$ cat config.mk
export PLATFORM = sky130hd
export DESIGN_NAME = fqcs_device
export DESIGN_NICKNAME = d
export VERILOG_FILES = /design/src/logic/fqcs_device.v /design/src/logic/fqcs_csum.v
export VERILOG_INCLUDE_DIRS = /design/src /design/src/shared
export SDC_FILE = /design/constraint.sdc
export NUM_CORES = 1
export LEC_CHECK = 0
export BUFFER_PORTS_ARGS = -buffer_cell sky130_fd_sc_hd__buf_2
export CAP_MARGIN = 20
export CORE_MARGIN = 2
export CORE_UTILIZATION = 30
export CTS_CLUSTER_DIAMETER = 200
export DETAILED_ROUTE_END_ITERATION = 16
export PLACE_DENSITY = 0.42
export REMOVE_ABC_BUFFERS = 1
export SYNTH_ARGS = -nofsm -noshare
export SYNTH_HDL_FRONTEND = slang
export SYNTH_SLANG_ARGS = --single-unit
$ cat constraint.sdc
create_clock -name i_clk -period 7.3 [get_ports i_clk]
set_input_delay 1.095 -clock i_clk [delete_from_list [all_inputs] [get_ports i_clk]]
set_output_delay 1.095 -clock i_clk [all_outputs]
set_load 0.05 [all_outputs]
$ cat src/shared/fqcs_defines.vh
// Constants for the flash query command sequencer (device side)
`ifndef FQCS_DEFINES_VH
`define FQCS_DEFINES_VH

// Status codes
`define FQCS_ST_ACK 8'h06
`define FQCS_ST_PARAM_ERR 8'h05
`define FQCS_ST_CSUM_ERR 8'h07
`define FQCS_ST_NACK 8'h15
`define FQCS_ST_MARGIN_ERR 8'h1B
`define FQCS_ST_READ_ERR 8'h20

// Command codes
`define FQCS_CMD_BLANK 8'h32
`define FQCS_CMD_SIG 8'hC0
`define FQCS_CMD_VER 8'hC5

// Frame layout
`define FQCS_SOH 8'h01
`define FQCS_ETX 8'h03
`define FQCS_MAX_LEN 8'h08
`define FQCS_MAX_BLOCKS 8'h80
`define FQCS_SIG_LEN 8'h04
`define FQCS_VER_LEN 8'h03

// Signature and version payload, arbitrary values
`define FQCS_SIG_WORD 32'h10203040
`define FQCS_VER_WORD 24'h010203

`endif

$ cat src/logic/fqcs_device.v
// Device end of the flash query command sequencer
// Contract
// - All addressed blocks blank gives status 06H, read as normal by host.
// - Block count outside permitted range gives parameter error 05H.
// - Checksum mismatch in an otherwise well-formed command frame gives status 07H.
// - Malformed frame, bad length or missing end-of-text, gives 15H.
// - Any addressed block found not blank gives margin error 1BH.
// - Failing protection read gives read error 20H for signature.
`timescale 1ns/1ps
`include "fqcs_defines.vh"
module fqcs_device
(
    // Clock and reset
    input wire i_clk,
    input wire i_rst,
    // Received frame bytes
    input wire i_rx_valid,
    input wire [7:0] i_rx_byte,
    // Transmitted frame bytes
    output reg o_tx_valid,
    output reg [7:0] o_tx_byte,
    input wire i_tx_ready,
    // Flash check interface
    output reg o_chk_req,
    output reg [7:0] o_chk_block,
    input wire i_chk_done,
    input wire i_chk_blank,
    input wire i_prot_fail,
    // Status
    output reg o_busy
);
    localparam S_SOH = 4'h0;
    localparam S_LEN = 4'h1;
    localparam S_BODY = 4'h2;
    localparam S_SUM = 4'h3;
    localparam S_ETX = 4'h4;
    localparam S_EXEC = 4'h5;
    localparam S_CHECK = 4'h6;
    localparam S_TX = 4'h7;

    reg [3:0] state_reg;
    reg [7:0] len_reg;
    reg [7:0] cnt_reg;
    reg [7:0] cmd_reg;
    reg [7:0] nblk_reg;
    reg [7:0] status_reg;
    reg [7:0] blk_reg;
    // Room for a status frame and the longest data frame behind it
    reg [7:0] txbuf_reg [0:12];
    reg [3:0] txlen_reg;
    reg [3:0] txidx_reg;
    reg bad_len_reg;
    wire rx_clear;
    wire [7:0] rx_sum;
    wire tx_take;
    integer k;

    assign rx_clear = (state_reg == S_SOH);
    assign tx_take = o_tx_valid && i_tx_ready;

    fqcs_csum u_rx_sum
    (
        .i_clk(i_clk),
        .i_rst(i_rst),
        .i_clear(rx_clear),
        .i_valid(i_rx_valid && (state_reg == S_LEN || state_reg == S_BODY)),
        .i_byte(i_rx_byte),
        .o_sum(rx_sum)
    );

    // --------------------------------------------------
    // Reply frame builder
    // --------------------------------------------------
    // Status frame: 02 LEN ST1 SUM ETX; data frames add payload after status
    task build_reply;
        input [7:0] st;
        input [7:0] plen;
        input [31:0] pay;
        reg [7:0] s;
        integer j;
        begin
            s = 8'h00 - 8'h01 - st;
            txbuf_reg[0] <= 8'h02;
            txbuf_reg[1] <= 8'h01;
            txbuf_reg[2] <= st;
            txbuf_reg[3] <= s;
            txbuf_reg[4] <= `FQCS_ETX;
            s = 8'h00 - plen;
            txbuf_reg[5] <= 8'h02;
            txbuf_reg[6] <= plen;
            for (j = 0; j < 4; j = j + 1)
            begin
                txbuf_reg[7 + j] <= pay[31 - 8 * j -: 8];
                if (j < plen)
                    s = s - pay[31 - 8 * j -: 8];
            end
            txbuf_reg[7 + plen] <= s;
            txbuf_reg[8 + plen] <= `FQCS_ETX;
            txlen_reg <= (st == `FQCS_ST_ACK && plen != 8'h00) ? 4'd9 + plen[3:0] : 4'd5;
        end
    endtask

    // --------------------------------------------------
    // Command interpreter
    // --------------------------------------------------
    always @(posedge i_clk)
    begin
        if (i_rst)
        begin
            state_reg <= S_SOH;
            len_reg <= 8'h00;
            cnt_reg <= 8'h00;
            cmd_reg <= 8'h00;
            nblk_reg <= 8'h00;
            status_reg <= 8'h00;
            blk_reg <= 8'h00;
            txlen_reg <= 4'd0;
            txidx_reg <= 4'd0;
            bad_len_reg <= 1'b0;
            o_tx_valid <= 1'b0;
            o_tx_byte <= 8'h00;
            o_chk_req <= 1'b0;
            o_chk_block <= 8'h00;
            o_busy <= 1'b0;
            for (k = 0; k < 13; k = k + 1)
                txbuf_reg[k] <= 8'h00;
        end
        else
        begin
            case (state_reg)
                S_SOH:
                begin
                    o_busy <= 1'b0;
                    if (i_rx_valid && i_rx_byte == `FQCS_SOH)
                    begin
                        state_reg <= S_LEN;
                        o_busy <= 1'b1;
                    end
                end
                S_LEN:
                    if (i_rx_valid)
                    begin
                        len_reg <= i_rx_byte;
                        cnt_reg <= 8'h00;
                        nblk_reg <= 8'h00;
                        // Zero or oversize length cannot be parsed; count it malformed
                        bad_len_reg <= (i_rx_byte == 8'h00) || (i_rx_byte > `FQCS_MAX_LEN);
                        state_reg <= (i_rx_byte == 8'h00 || i_rx_byte > `FQCS_MAX_LEN) ? S_SUM : S_BODY;
                    end
                S_BODY:
                    if (i_rx_valid)
                    begin
                        if (cnt_reg == 8'h00)
                            cmd_reg <= i_rx_byte;
                        // Last parameter byte carries the block count
                        nblk_reg <= i_rx_byte;
                        cnt_reg <= cnt_reg + 8'h01;
                        if (cnt_reg + 8'h01 == len_reg)
                            state_reg <= S_SUM;
                    end
                S_SUM:
                    if (i_rx_valid)
                    begin
                        status_reg <= (rx_sum != i_rx_byte) ? `FQCS_ST_CSUM_ERR : `FQCS_ST_ACK;
                        state_reg <= S_ETX;
                    end
                S_ETX:
                    if (i_rx_valid)
                    begin
                        if (i_rx_byte != `FQCS_ETX || bad_len_reg)
                            status_reg <= `FQCS_ST_NACK;
                        state_reg <= S_EXEC;
                    end
                S_EXEC:
                begin
                    state_reg <= S_TX;
                    txidx_reg <= 4'd0;
                    if (status_reg != `FQCS_ST_ACK)
                        build_reply(status_reg, 8'h00, 32'h0);
                    else if (cmd_reg == `FQCS_CMD_BLANK && len_reg == 8'h01)
                        build_reply(`FQCS_ST_NACK, 8'h00, 32'h0);
                    else if (cmd_reg == `FQCS_CMD_BLANK)
                    begin
                        if (nblk_reg == 8'h00 || nblk_reg > `FQCS_MAX_BLOCKS)
                            build_reply(`FQCS_ST_PARAM_ERR, 8'h00, 32'h0);
                        else
                        begin
                            // Blocks checked one at a time, stop at the first dirty one
                            blk_reg <= 8'h00;
                            o_chk_block <= 8'h00;
                            o_chk_req <= 1'b1;
                            state_reg <= S_CHECK;
                        end
                    end
                    else if (cmd_reg == `FQCS_CMD_SIG)
                    begin
                        if (i_prot_fail)
                            build_reply(`FQCS_ST_READ_ERR, 8'h00, 32'h0);
                        else
                            build_reply(`FQCS_ST_ACK, `FQCS_SIG_LEN, `FQCS_SIG_WORD);
                    end
                    else if (cmd_reg == `FQCS_CMD_VER)
                        build_reply(`FQCS_ST_ACK, `FQCS_VER_LEN, {`FQCS_VER_WORD, 8'h00});
                    else
                        build_reply(`FQCS_ST_NACK, 8'h00, 32'h0);
                end
                S_CHECK:
                    if (i_chk_done)
                    begin
                        if (!i_chk_blank)
                        begin
                            o_chk_req <= 1'b0;
                            build_reply(`FQCS_ST_MARGIN_ERR, 8'h00, 32'h0);
                            state_reg <= S_TX;
                        end
                        else if (blk_reg + 8'h01 == nblk_reg)
                        begin
                            o_chk_req <= 1'b0;
                            // Status only, no data frame after blank check
                            build_reply(`FQCS_ST_ACK, 8'h00, 32'h0);
                            state_reg <= S_TX;
                        end
                        else
                        begin
                            blk_reg <= blk_reg + 8'h01;
                            o_chk_block <= blk_reg + 8'h01;
                        end
                    end
                S_TX:
                begin
                    o_tx_valid <= 1'b1;
                    o_tx_byte <= txbuf_reg[txidx_reg];
                    if (tx_take)
                    begin
                        if (txidx_reg + 4'd1 == txlen_reg)
                        begin
                            o_tx_valid <= 1'b0;
                            // Busy drops with the last byte taken
                            o_busy <= 1'b0;
                            state_reg <= S_SOH;
                        end
                        else
                        begin
                            txidx_reg <= txidx_reg + 4'd1;
                            o_tx_byte <= txbuf_reg[txidx_reg + 4'd1];
                        end
                    end
                end
                default:
                    state_reg <= S_SOH;
            endcase
        end
    end
endmodule

$ cat src/logic/fqcs_csum.v
// Running two's complement checksum over a byte stream
`timescale 1ns/1ps
module fqcs_csum
(
    // Clock and reset
    input wire i_clk,
    input wire i_rst,
    // Stream
    input wire i_clear,
    input wire i_valid,
    input wire [7:0] i_byte,
    // Result
    output wire [7:0] o_sum
);
    reg [7:0] acc_reg;

    // Checksum makes the total of all bytes zero
    always @(posedge i_clk)
    begin
        if (i_rst || i_clear)
            acc_reg <= 8'h00;
        else if (i_valid)
            acc_reg <= acc_reg - i_byte;
    end

    assign o_sum = acc_reg;
endmodule

# Word level (Yosys, flattened, before mapping)
# Index checks and enable logic that the tools add are counted.
# classes
n_addsub	10
n_eq_ne	38
magnitude_cmp	4
reduce_logical	31
n_bitwise	6
mux	119
# op_table
op	count
2-to-1 mux 88 bit	7
2-to-1 mux 8 bit	55
one-hot mux 88 bit (2 select lines)	1
2-to-1 mux 96 bit	1
2-to-1 mux 4 bit	23
2-to-1 mux 70 bit	1
2-to-1 mux 69 bit	1
binary-select mux 8 bit (select 4 bit)	2
one-hot mux 8 bit (2 select lines)	4
inequality test 2 bit, second input constant	17
one-hot mux 4 bit (8 select lines)	1
logical NOT 8 bit	3
2-to-1 mux 1 bit	18
adder 8 x 1 -> 8 bit, second input constant	2
equality test 4 x 3 -> 1 bit, second input constant	4
equality test 8 x 1 -> 1 bit, second input constant	2
equality test 8 bit	2
equality test 8 bit, second input constant	2
2-to-1 mux 16 bit	1
one-hot mux 4 bit (2 select lines)	2
subtractor 8 x 2 -> 8 bit, second input constant	2
subtractor 8 x 6 -> 8 bit, second input constant	2
AND reduction 3 bit	4
AND reduction 6 bit	2
29 further kinds	49
# word_totals
out_inout_bits	19
elab_cells	236
regBits	177

# Longest topological paths before layout
# Gate-level depths: netlist of run 1.
# logic_depth
depth_word	30
mapped_depth	11
depth_no_buf	10

# By module
# Synthesis of run 1 repeated with hierarchy kept, for this count alone.
# unflattened
hier_cells	723
hier_area_um2	5759.3
# by_module_without_submodules
module	instances	cells_per_inst	seq_area_each_um2	area_per_inst_um2
fqcs_device	1	649	1701.6	5146.2
fqcs_csum	1	74	160.2	613.1

# Least setup slack after synthesis of run 1
# No wires, ideal clock.
# synth_timing
path_kind	input to register
startpoint	input i_rx_byte[1]
endpoint	register u_rx_sum.acc_reg[7] (netlist: u_rx_sum.o_sum[7])
stages	9
setup_ns	0.121
path_slack_ns	4.335
t_arrival_ns	2.844
n_path_buf	0
t_required_ns	7.179
cell_sequence	inv_1 -> ha_1 -> nor2b_1 -> o21ai_0 -> a21oi_1 -> o21a_1 -> o41ai_1 -> mux2i_1 -> mux2_2
# synth_via
elab_chain_len	1
# synth_lines
item	line	source
start, declared	fqcs_device.v:18	input wire [7:0] i_rx_byte,
subtractor 8 bit	fqcs_csum.v:23	acc_reg <= acc_reg - i_byte;
end signal, assigned	fqcs_csum.v:23	
end, declared	fqcs_csum.v:15	reg [7:0] acc_reg;
# No other way between the ends.
# A chain may end at the register's enable or synchronous reset.

# Worst setup path after layout of run 1
# layout_timing
startpoint	register txidx_reg[2]
endpoint	register o_tx_byte[3]
# layout_via
elab_chain_len	7
elab_cells_between_ends	12
classes_between	add/sub (1); eq/ne (1); mux (8); bitwise (2)
# layout_lines
item	line	source
start, declared	fqcs_device.v:51	reg [3:0] txidx_reg;
start signal, assigned	fqcs_device.v:244	txidx_reg <= txidx_reg + 4'd1;
adder 4 x 1 -> 4 bit	fqcs_device.v:235, fqcs_device.v:245	
inverter 4 -> 5 bit (not written as such)	fqcs_device.v:245	o_tx_byte <= txbuf_reg[txidx_reg + 4'd1];
binary-select mux 8 bit (select 4 bit)	fqcs_device.v:245	
2-to-1 mux 8 bit (not written as such) (2 in series)	fqcs_device.v:245	
2-to-1 mux 8 bit	fqcs_device.v:235	if (txidx_reg + 4'd1 == txlen_reg)
2-to-1 mux 8 bit *	fqcs_device.v:233	if (tx_take)
end signal, assigned	fqcs_device.v:232	o_tx_byte <= txbuf_reg[txidx_reg];
end signal, assigned	fqcs_device.v:245	
end, declared	fqcs_device.v:21	output reg [7:0] o_tx_byte,
# Every way passes the cells marked *; elsewhere a longest branch is shown, timed or not. The select of a mux whose other input is x is not followed.

==> flow_summary.yaml, run 1 <==
clock_network:
  clk_pin_slew_ps: 70
  worstSkewPairLatency_ps: 350
  htreeDepth: 3
  post-cts-setup-buffers: 0
  cts_hold_buf: 0
  cts_sinks: 93
  clockBufferDepth: 2
  cts_buffers: 9
  cts_root_buf: "clkbuf_16"
  cts_tree: "yes"
  ctsResizeCount: 0
placed_design:
  post-place-ws_ps: 3770
  portBuffers: 33
  gp_congestion: 0.880
  dpl.hpwl_um: 12200
hold_path:
  hold_path_end: "o_tx_byte[0]"
  hold_class: "flop to flop"
  min_from: "o_tx_byte[0]"
  whs_path_depth: 2
layout:
  syn_to_final_growth_pct: 10.7
  drive_above_1_share_pct: 9.91
  final_common_cell: "nor2_1"
  final_nets: 759
  largest_register_ffs: 21
  num_antenna_cells: 0
  final_cell_mix: "96 x nor2_1, 93 x dfxtp_1, 70 x a21oi_1"
  fillers: 2004
sta:
  setup_slack_ps: 4010
  fmax_ghz: 0.304
  period_minus_slack_ps: 3290
  setup_viol: 0
  worst_pin_slew_ps: 953
  hold_violations: 0
  fin_crit_sh_pct: 45.0
  tns_ps: 0
  skew_ps: 5.11
  drv_slew: 0
  slew_headroom_pct: 36.0
  rsz0062_at_grt: "false"
power_and_ir_drop:
  switchingPower_w: 0.000232
  pwr-share-comb_pct: 3.2
  leakagePower_nw: 2.21
  p_seq_share_pct: 48.7
  cell_internal_pwr_w: 0.000811
  clkPwrFrac_pct: 48.1
  peakVddDrop_mv: 0.110
  swShare_pct: 22.2
  p_per_area_nw_per_um2: 168
grt:
  grt_max_degree: 57
  grt_pass1_vias: 5130
  grt_overflow_total: 0
  grt_pass1_wl_um: 27300
  grt_use_total_pct: 17.0
  grt_antenna_before_repair: 0
detailed_routing:
  wirelength_um: 16500
  route.detailed.drc: 0
  vias_per_cell: 5.43
  wire_per_inst_um: 17.0
  drt_first_pass_iters: 4
  final_antenna_net_count: 0
  initialDrtViolationCount: 332
  route.vias.total: 5275
setup_path:
  endpoint_kind: "flop"
  critPathLaunchType: "flop"
  cp_max_fo: 20
  reg2reg_slack_ps: 4010
  r2r_cells: 7
  reg2reg_from: "txidx_reg[2]"
  reg2reg_to: "o_tx_byte[3]"
  worstPathRequired_ps: 7560
  cp.arrival_ps: 3550
  worst-setup-path-type: "flop to flop"
yosys:
  synth_area_um2: 5610
  syn_inst: 733
  synthMuxAreaShare_pct: 4.21
  async_flop_share_pct: 0
  synth_top_family_by_area: "simple AND/OR/NAND/NOR gates"
  ys_types: 76
  yosys_warnings: 0
  synth-adder-area-share_pct: 2.81
  synthSimpleGateAreaFrac_pct: 25.3
  synth_area_per_cell_um2: 7.66
  synth_xor_area_share_pct: 4.77
  synth-edff-count: 0
  synth_ff_type: "dfxtp_1"
  ys_seq_area_share_pct: 33.2
  ys_ff_latch: 93
  synth_compound_area_share_pct: 23.4
floorplanning:
  die-width_um: 141
  rows: 50
  chipHeight_um: 141
  pin_count: 34
  core_um2: 18500
  start_util_pct: 30.3
  die_area_um2: 19800
run:
  maxCapViolCount: 0
status:
  status: "finished, final reports clean"
==> power by group through the flow <==
stage                     registers (W)  clock network [W]  logic [W]
after detailed placement       0.000519                  0  0.0000335
after global routing           0.000507           0.000536  0.0000369
after floorplan                0.000519                  0  0.0000125
after CTS                      0.000507           0.000520  0.0000337
after global placement         0.000519                  0  0.0000333
final                          0.000507           0.000502  0.0000335
==> Yosys cell counts (4+ instances only) <==
cell type	number	area, µm²
a22oi_1	15	113
nand4_1	4	25.0
o21a_1	5	37.5
o211ai_1	11	82.6
inv_1	32	120
a211oi_1	8	60.1
xnor2_1	18	158
a21boi_0	5	37.5
buf_1	4	15.0
a21oi_1	70	350
and3_1	9	56.3
nand3_1	25	125
a311oi_1	4	35.0
o21ai_0	30	150
nor3_1	26	130
mux2i_1	18	180
xor2_1	10	87.6
nand3b_1	9	67.6
nand2_1	63	236
nor2_1	96	360
nor4_1	6	37.5
ha_1	11	138
clkbuf_1	39	146
a22o_1	5	43.8
buf_2	6	30.0
or3_1	5	31.3
nor3b_1	4	30.0
a31oi_1	12	75.1
dfxtp_1	93	1860
mux2_2	5	56.3
nand2b_1	8	50.1
nor2b_1	9	56.3
and2_1	8	50.1
==> how the worst max path moves through the flow <==
stage,endpoint,startpoint,cells past startpoint,slack [ps]
finish,o_tx_byte[3],txidx_reg[2],7,4010
global route,o_tx_byte[3],txidx_reg[2],7,3720
CTS,o_tx_byte[0],txidx_reg[1],8,3740
detailed placement,o_tx_byte[0],txidx_reg[1],8,3770
global placement,o_tx_byte[0],txidx_reg[1],8,3900
floorplan,u_rx_sum.o_sum[7],i_rx_valid,5,3780
==> per-layer routing <==
layer  global-route usage [%]  share of wire, %  up-vias
met5                        0                 0        -
met1                     22.6                47     2522
met3                     1.94               2.9       32
met2                     27.9                47      110
li1                         -                 -     2611
met4                     7.74               3.1        0
==> kinds of logic (layout without fill, tap and decap cells) <==
kind of cell,Yosys count,after routing
simple gates,291,291
compound gates,200,200
flops,93,93
buf+inv,85,89
xor+xnor,29,29
mux,23,23
fa+ha+maj,12,12
==> through the flow <==
step	total power, W	area [µm²]	util, %	hold slack (ps)	std cells
finish	0.00104	6220	33.6	447	971
global route	0.00108	6220	33.6	479	971
CTS	0.00106	6190	33.4	452	969
detailed placement	0.000552	5880	31.8	442	953
global placement	0.000552	5880	31.8	447	953
floorplan	0.000531	5380	-	433	681
==> area by class of cell <==
cell class / instances / area (µm²) / share of cell area, %
sequential: 93 / 1860 / 30.0
clock inverter: 3 / 42.5 / 0.684
timing repair buffer: 40 / 225 / 3.62
clock buffer: 13 / 270 / 4.35
multi-input combinational: 555 / 3400 / 54.7
inverter: 33 / 124 / 1.99
tap: 234 / 293 / 4.71
==> critical path, stage by stage (launching register included) <==
cell and delay (ps):
dfxtp_1 870, nand3_1 290, xnor2_1 820, nand2_1 260
a21boi_0 180, o21ai_0 410, a21oi_1 140, a211oi_1 230
(Power assumes the default switching activity.)
==> run 2: changes to the inputs <==
Settings changed: PLACE_DENSITY 0.42 to 0.44.
Clock period 7.3 ns to 2.9 ns, I/O delays scaled along.
==> run 2 against run 1 <==
Effect of this change:
- fmax increased by 25%
- final cell count increased by 1.9%
- sequential share of layout area decreased by 0.55 points
- clock power increased by 130%
- register-to-register slack got worse by 3700 ps
- design area increased by 1.9%
- sequential power increased to 2.5 times the previous value
- sequential cell count unchanged
- core utilization increased by 0.63 points
- highest routed layer unchanged
==> flow_summary.yaml, run 2 (synthesized netlist as in run 1, its figures left out) <==
placed_design:
  gp_congestion: 0.882
  dpl.hpwl_um: 12300
  portBuffers: 33
setup_path:
  worstPathRequired_ps: 3180
  cp_max_fo: 5
  worst-setup-path-type: "flop to flop"
  cp.arrival_ps: 2920
  critPathLaunchType: "flop"
  reg2reg_from: "blk_reg[1]"
  path_cells: "ha_1 > xor2_1 > a311oi_1 > o311ai_1 > o41ai_2 > o211ai_1 > a2111o_1 > a21oi_1"
  endpoint_kind: "flop"
  reg2reg_to: "state_reg[0]"
  cpPeakStageDelay_ps: 490
  reg2reg_slack_ps: 260
  r2r_cells: 8
  cp_slowest_cell: "o41ai_2"
layout:
  num_antenna_cells: 0
  final_common_cell: "nor2_1"
  multi_input_area_um2: 3400
  largest_register_ffs: 21
  final_cell_mix: "96 x nor2_1, 93 x dfxtp_1, 70 x a21oi_1"
  drive_above_1_share_pct: 12.2
  final_nets: 777
  syn_to_final_growth_pct: 12.8
  seq_area_um2: 1860
  utilization_pct: 34.2
  fillers: 1980
clock_network:
  cts_buffers: 9
  post-cts-setup-buffers: 0
  cts_sinks: 93
  cts_root_buf: "clkbuf_16"
  htreeDepth: 3
  worstSkewPairLatency_ps: 350
  clk_pin_slew_ps: 70
  cts_hold_buf: 0
  clockBufferDepth: 2
  cts_tree: "yes"
  ctsResizeCount: 0
power_and_ir_drop:
  finalPower_w: 0.00249
  leakagePower_nw: 2.30
  peakVddDrop_mv: 0.262
  p_per_area_nw_per_um2: 394
run:
  maxCapViolCount: 0
status:
  status: "finished, final reports clean"
sta:
  fin_crit_sh_pct: 91.0
  drv_slew: 0
  period_minus_slack_ps: 2640
  rsz0062_at_grt: "false"
  worst_pin_slew_ps: 964
  skew_ps: 8.03
  setup_viol: 0
  fmax_ghz: 0.379
  hold_violations: 0
  slew_headroom_pct: 35.2
detailed_routing:
  wire_per_inst_um: 16.5
  initialDrtViolationCount: 247
  met2WireLength_um: 8090
  vias_per_cell: 5.35
  route.detailed.drc: 0
  route.vias.total: 5289
  wirelength_um: 16400
  final_antenna_net_count: 0
  wl_met3_um: 568
  top_layer_used: "met4"
  drt_first_pass_iters: 5
  met1_length_um: 7410
hold_path:
  hold_path_end: "len_reg[2]"
  min_from: "i_rx_byte[2]"
  whs_path_depth: 3
  hold_class: "primary input to flop"
grt:
  grt_use_total_pct: 16.8
  grt_pass1_wl_um: 26800
  grt_pass1_vias: 5127
  grt_overflow_total: 0
  grt_antenna_before_repair: 0
  grt_max_degree: 65
floorplanning:
  die_area_um2: 19800
  die-width_um: 141
  pin_count: 34
  start_util_pct: 30.3
  core_um2: 18500
  chipHeight_um: 141
  rows: 50
[run 2: report_power, final]
part / internal, W / leakage, nW / total, W / switching (W)
combinational: 0.0000278 / 1.41 / 0.0000869 / 0.0000590
clock: 0.000604 / 0.142 / 0.00113 / 0.000525
sequential: 0.00128 / 0.749 / 0.00128 / 0.000000247
[run 2: cell type report]
cell class                      instances  area share, %
Clock buffer                           10           3.77
Clock inverter                          6          0.593
Inverter                               33           1.96
Multi-Input combinational cell        555           53.7
Sequential cell                        93           29.4
Tap cell                              234           4.62
Timing Repair Buffer                   58           5.97
[run 2: worst max-delay path by stage]
stage	startpoint	end	slack [ps]	cells after the start
floorplan	state_reg[0]	u_rx_sum.o_sum[7]	-200	6
global placement	i_rx_byte[1]	u_rx_sum.o_sum[7]	290	10
detailed placement	i_rx_byte[1]	u_rx_sum.o_sum[7]	210	10
CTS	blk_reg[1]	state_reg[0]	230	8
global route	blk_reg[1]	state_reg[0]	7	8
finish	blk_reg[1]	state_reg[0]	260	8
[run 2: worst max-delay path, delay by kind of cell, from the launching register on]
kind                     cells  cell delay, ps
AO/OA/AOI/OAI                6            1730
flip-flops                   1             400
adder cells (fa/ha/maj)      1             290
XOR/XNOR                     1             150
[run 2: metrics by stage]
| step | instance area [µm²] | instances | setup TNS, ps | setup WS, ps | hold slack [ps] |
|---|---|---|---|---|---|
| after detailed placement | 6060 | 973 | 0 | 206 | 452 |
| after global routing | 6330 | 989 | 0 | 7.30 | 397 |
| final | 6330 | 989 | 0 | 262 | 393 |
| after global placement | 6060 | 973 | 0 | 286 | 444 |
| after floorplan | 5380 | 681 | -237 | -201 | 433 |
| after CTS | 6330 | 989 | 0 | 233 | 373 |
[run 2: routing by layer]
| layer | global-route usage [%] | vias to the layer above |
|---|---|---|
| met4 | 5.16 | 0 |
| met1 | 20.9 | 2506 |
| met2 | 29.5 | 114 |
| li1 | - | 2652 |
| met5 | 0 | - |
| met3 | 2.92 | 17 |
==> run 3: changes to the inputs <==
Settings changed: CORE_UTILIZATION 30 to 40, PLACE_DENSITY 0.44 to 0.55.
==> run 3 against run 2 <==
Effect of this change:
- die area is 24% lower
- combinational power hardly changed
- via count is 2.9% higher
- sequential cell count stayed put
- first-iteration DRC count is 66% higher
- fmax is 0.63% higher
- highest routed layer unchanged
==> flow_summary.yaml, run 3 (synthesized netlist as in run 1, its figures left out) <==
status:
  status: "finished, final reports clean"
setup_path:
  crit_cells: 8
  cp_max_fo: 6
  cp.arrival_ps: 2910
  critPathLaunchType: "flop"
  r2r_cells: 8
  cpPeakStageDelay_ps: 480
  worstPathRequired_ps: 3190
  crit_family: "compound AO/OA/AOI/OAI gates"
  endpoint_kind: "flop"
  worst-setup-path-type: "flop to flop"
  path_cells: "ha_1 > nand3_1 > nor3b_1 > o32ai_1 > o41ai_2 > o211ai_1 > a2111o_1 > a21oi_1"
  cp_slowest_cell: "o41ai_2"
  worst-path-buf-inv: 0
floorplanning:
  die_area_um2: 15000
  rows: 43
  pin_count: 34
  start_util_pct: 40.8
  core_um2: 13800
  die-width_um: 122
  chipHeight_um: 122
clock_network:
  clk_pin_slew_ps: 70
  cts_tree: "yes"
  clockBufferDepth: 2
  cts_buffers: 9
  worstSkewPairLatency_ps: 350
  cts_root_buf: "clkbuf_16"
  cts_hold_buf: 0
  post-cts-setup-buffers: 0
  cts_sinks: 93
  ctsResizeCount: 0
  htreeDepth: 3
grt:
  grt_use_total_pct: 21.5
  grt_antenna_before_repair: 0
  grt_max_degree: 48
  grt_overflow_total: 0
  grt_pass1_vias: 4924
  grt_pass1_wl_um: 25200
hold_path:
  whs_path_depth: 3
  hold_class: "primary input to flop"
layout:
  syn_to_final_growth_pct: 12.4
  drive_above_1_share_pct: 12.4
  utilization_pct: 45.8
  stdcell_count: 939
  final_nets: 781
  num_antenna_cells: 0
  final_common_cell: "nor2_1"
  final_cell_mix: "96 x nor2_1, 93 x dfxtp_1, 70 x a21oi_1"
  largest_register_ffs: 21
detailed_routing:
  initialDrtViolationCount: 411
  vias_per_cell: 5.80
  wirelength_um: 15700
  route.detailed.drc: 0
  route.vias.total: 5442
  drt_first_pass_iters: 5
  final_antenna_net_count: 0
  wire_per_inst_um: 16.7
run:
  maxCapViolCount: 0
power_and_ir_drop:
  p_per_area_nw_per_um2: 424
  leakagePower_nw: 2.32
  peakVddDrop_mv: 0.300
placed_design:
  placedCellCount: 923
  dpl.hpwl_um: 11600
  gp_congestion: 0.880
  portBuffers: 33
sta:
  rsz0062_at_grt: "false"
  fmax_ghz: 0.381
  fin_crit_sh_pct: 90.4
  worst_pin_slew_ps: 669
  slew_headroom_pct: 55.2
  skew_ps: 11.4
  hold_violations: 0
  drv_slew: 0
  setup_viol: 0
  period_minus_slack_ps: 2620
## run 3: cell types whose count changed in the layout (fill, tap and decap cells not counted), sizes merged
cell      before  now
clkinv         6    2
clkinvlp       0    1
buf           58   62
inv           33   34
bufinv         0    2
## run 3: worst paths after layout
path                 from      endpoint  slack [ps]
max            blk_reg[1]  state_reg[0]         280
min          i_rx_byte[2]    len_reg[2]         390
max reg2reg    blk_reg[1]  state_reg[0]         280
min reg2reg  o_tx_byte[1]  o_tx_byte[1]         450
## run 3: layout make-up
class | count | area, µm²
clock buffers | 10 | 229
fillers | 1413 | 7460
clock inverters | 6 | 93.8
inverters | 33 | 124
repair buffers | 62 | 383
multi-input cells | 555 | 3390
well taps | 180 | 225
flip-flops and latches | 93 | 1860
## run 3: through the flow
stage	total power (W)	setup WS [ps]	hold WS [ps]	instance area [µm²]	TNS (ps)
after CTS	0.00270	275	376	6310	0
after global placement	0.00139	271	439	5990	0
after global routing	0.00275	37.2	384	6310	0
after detailed placement	0.00139	227	446	5990	0
after floorplan	0.00134	-201	433	5380	-237
final	0.00267	278	387	6310	0
## run 3: report_power, final
part	switching (W)	internal [W]	leakage (nW)
clock	0.000546	0.000764	0.154
combinational	0.0000600	0.0000267	1.42
sequential	0.000000252	0.00128	0.749
total	0.000606	0.00207	2.32
## run 3: layer usage
metal,vias up,routed length (µm),track usage [%]
li1,2652,-,-
met1,2617,7490,29.5
met2,141,7100,33.5
met3,32,668,2.97
met4,0,420,9.34
met5,-,0,0
## run 3: worst register-to-register path, stage by stage, from the launching register on
cell	delay, ps
dfxtp_1	410
ha_1	310
nand3_1	220
nor3b_1	260
o32ai_1	160
o41ai_2	480
o211ai_1	180
a2111o_1	410
a21oi_1	130
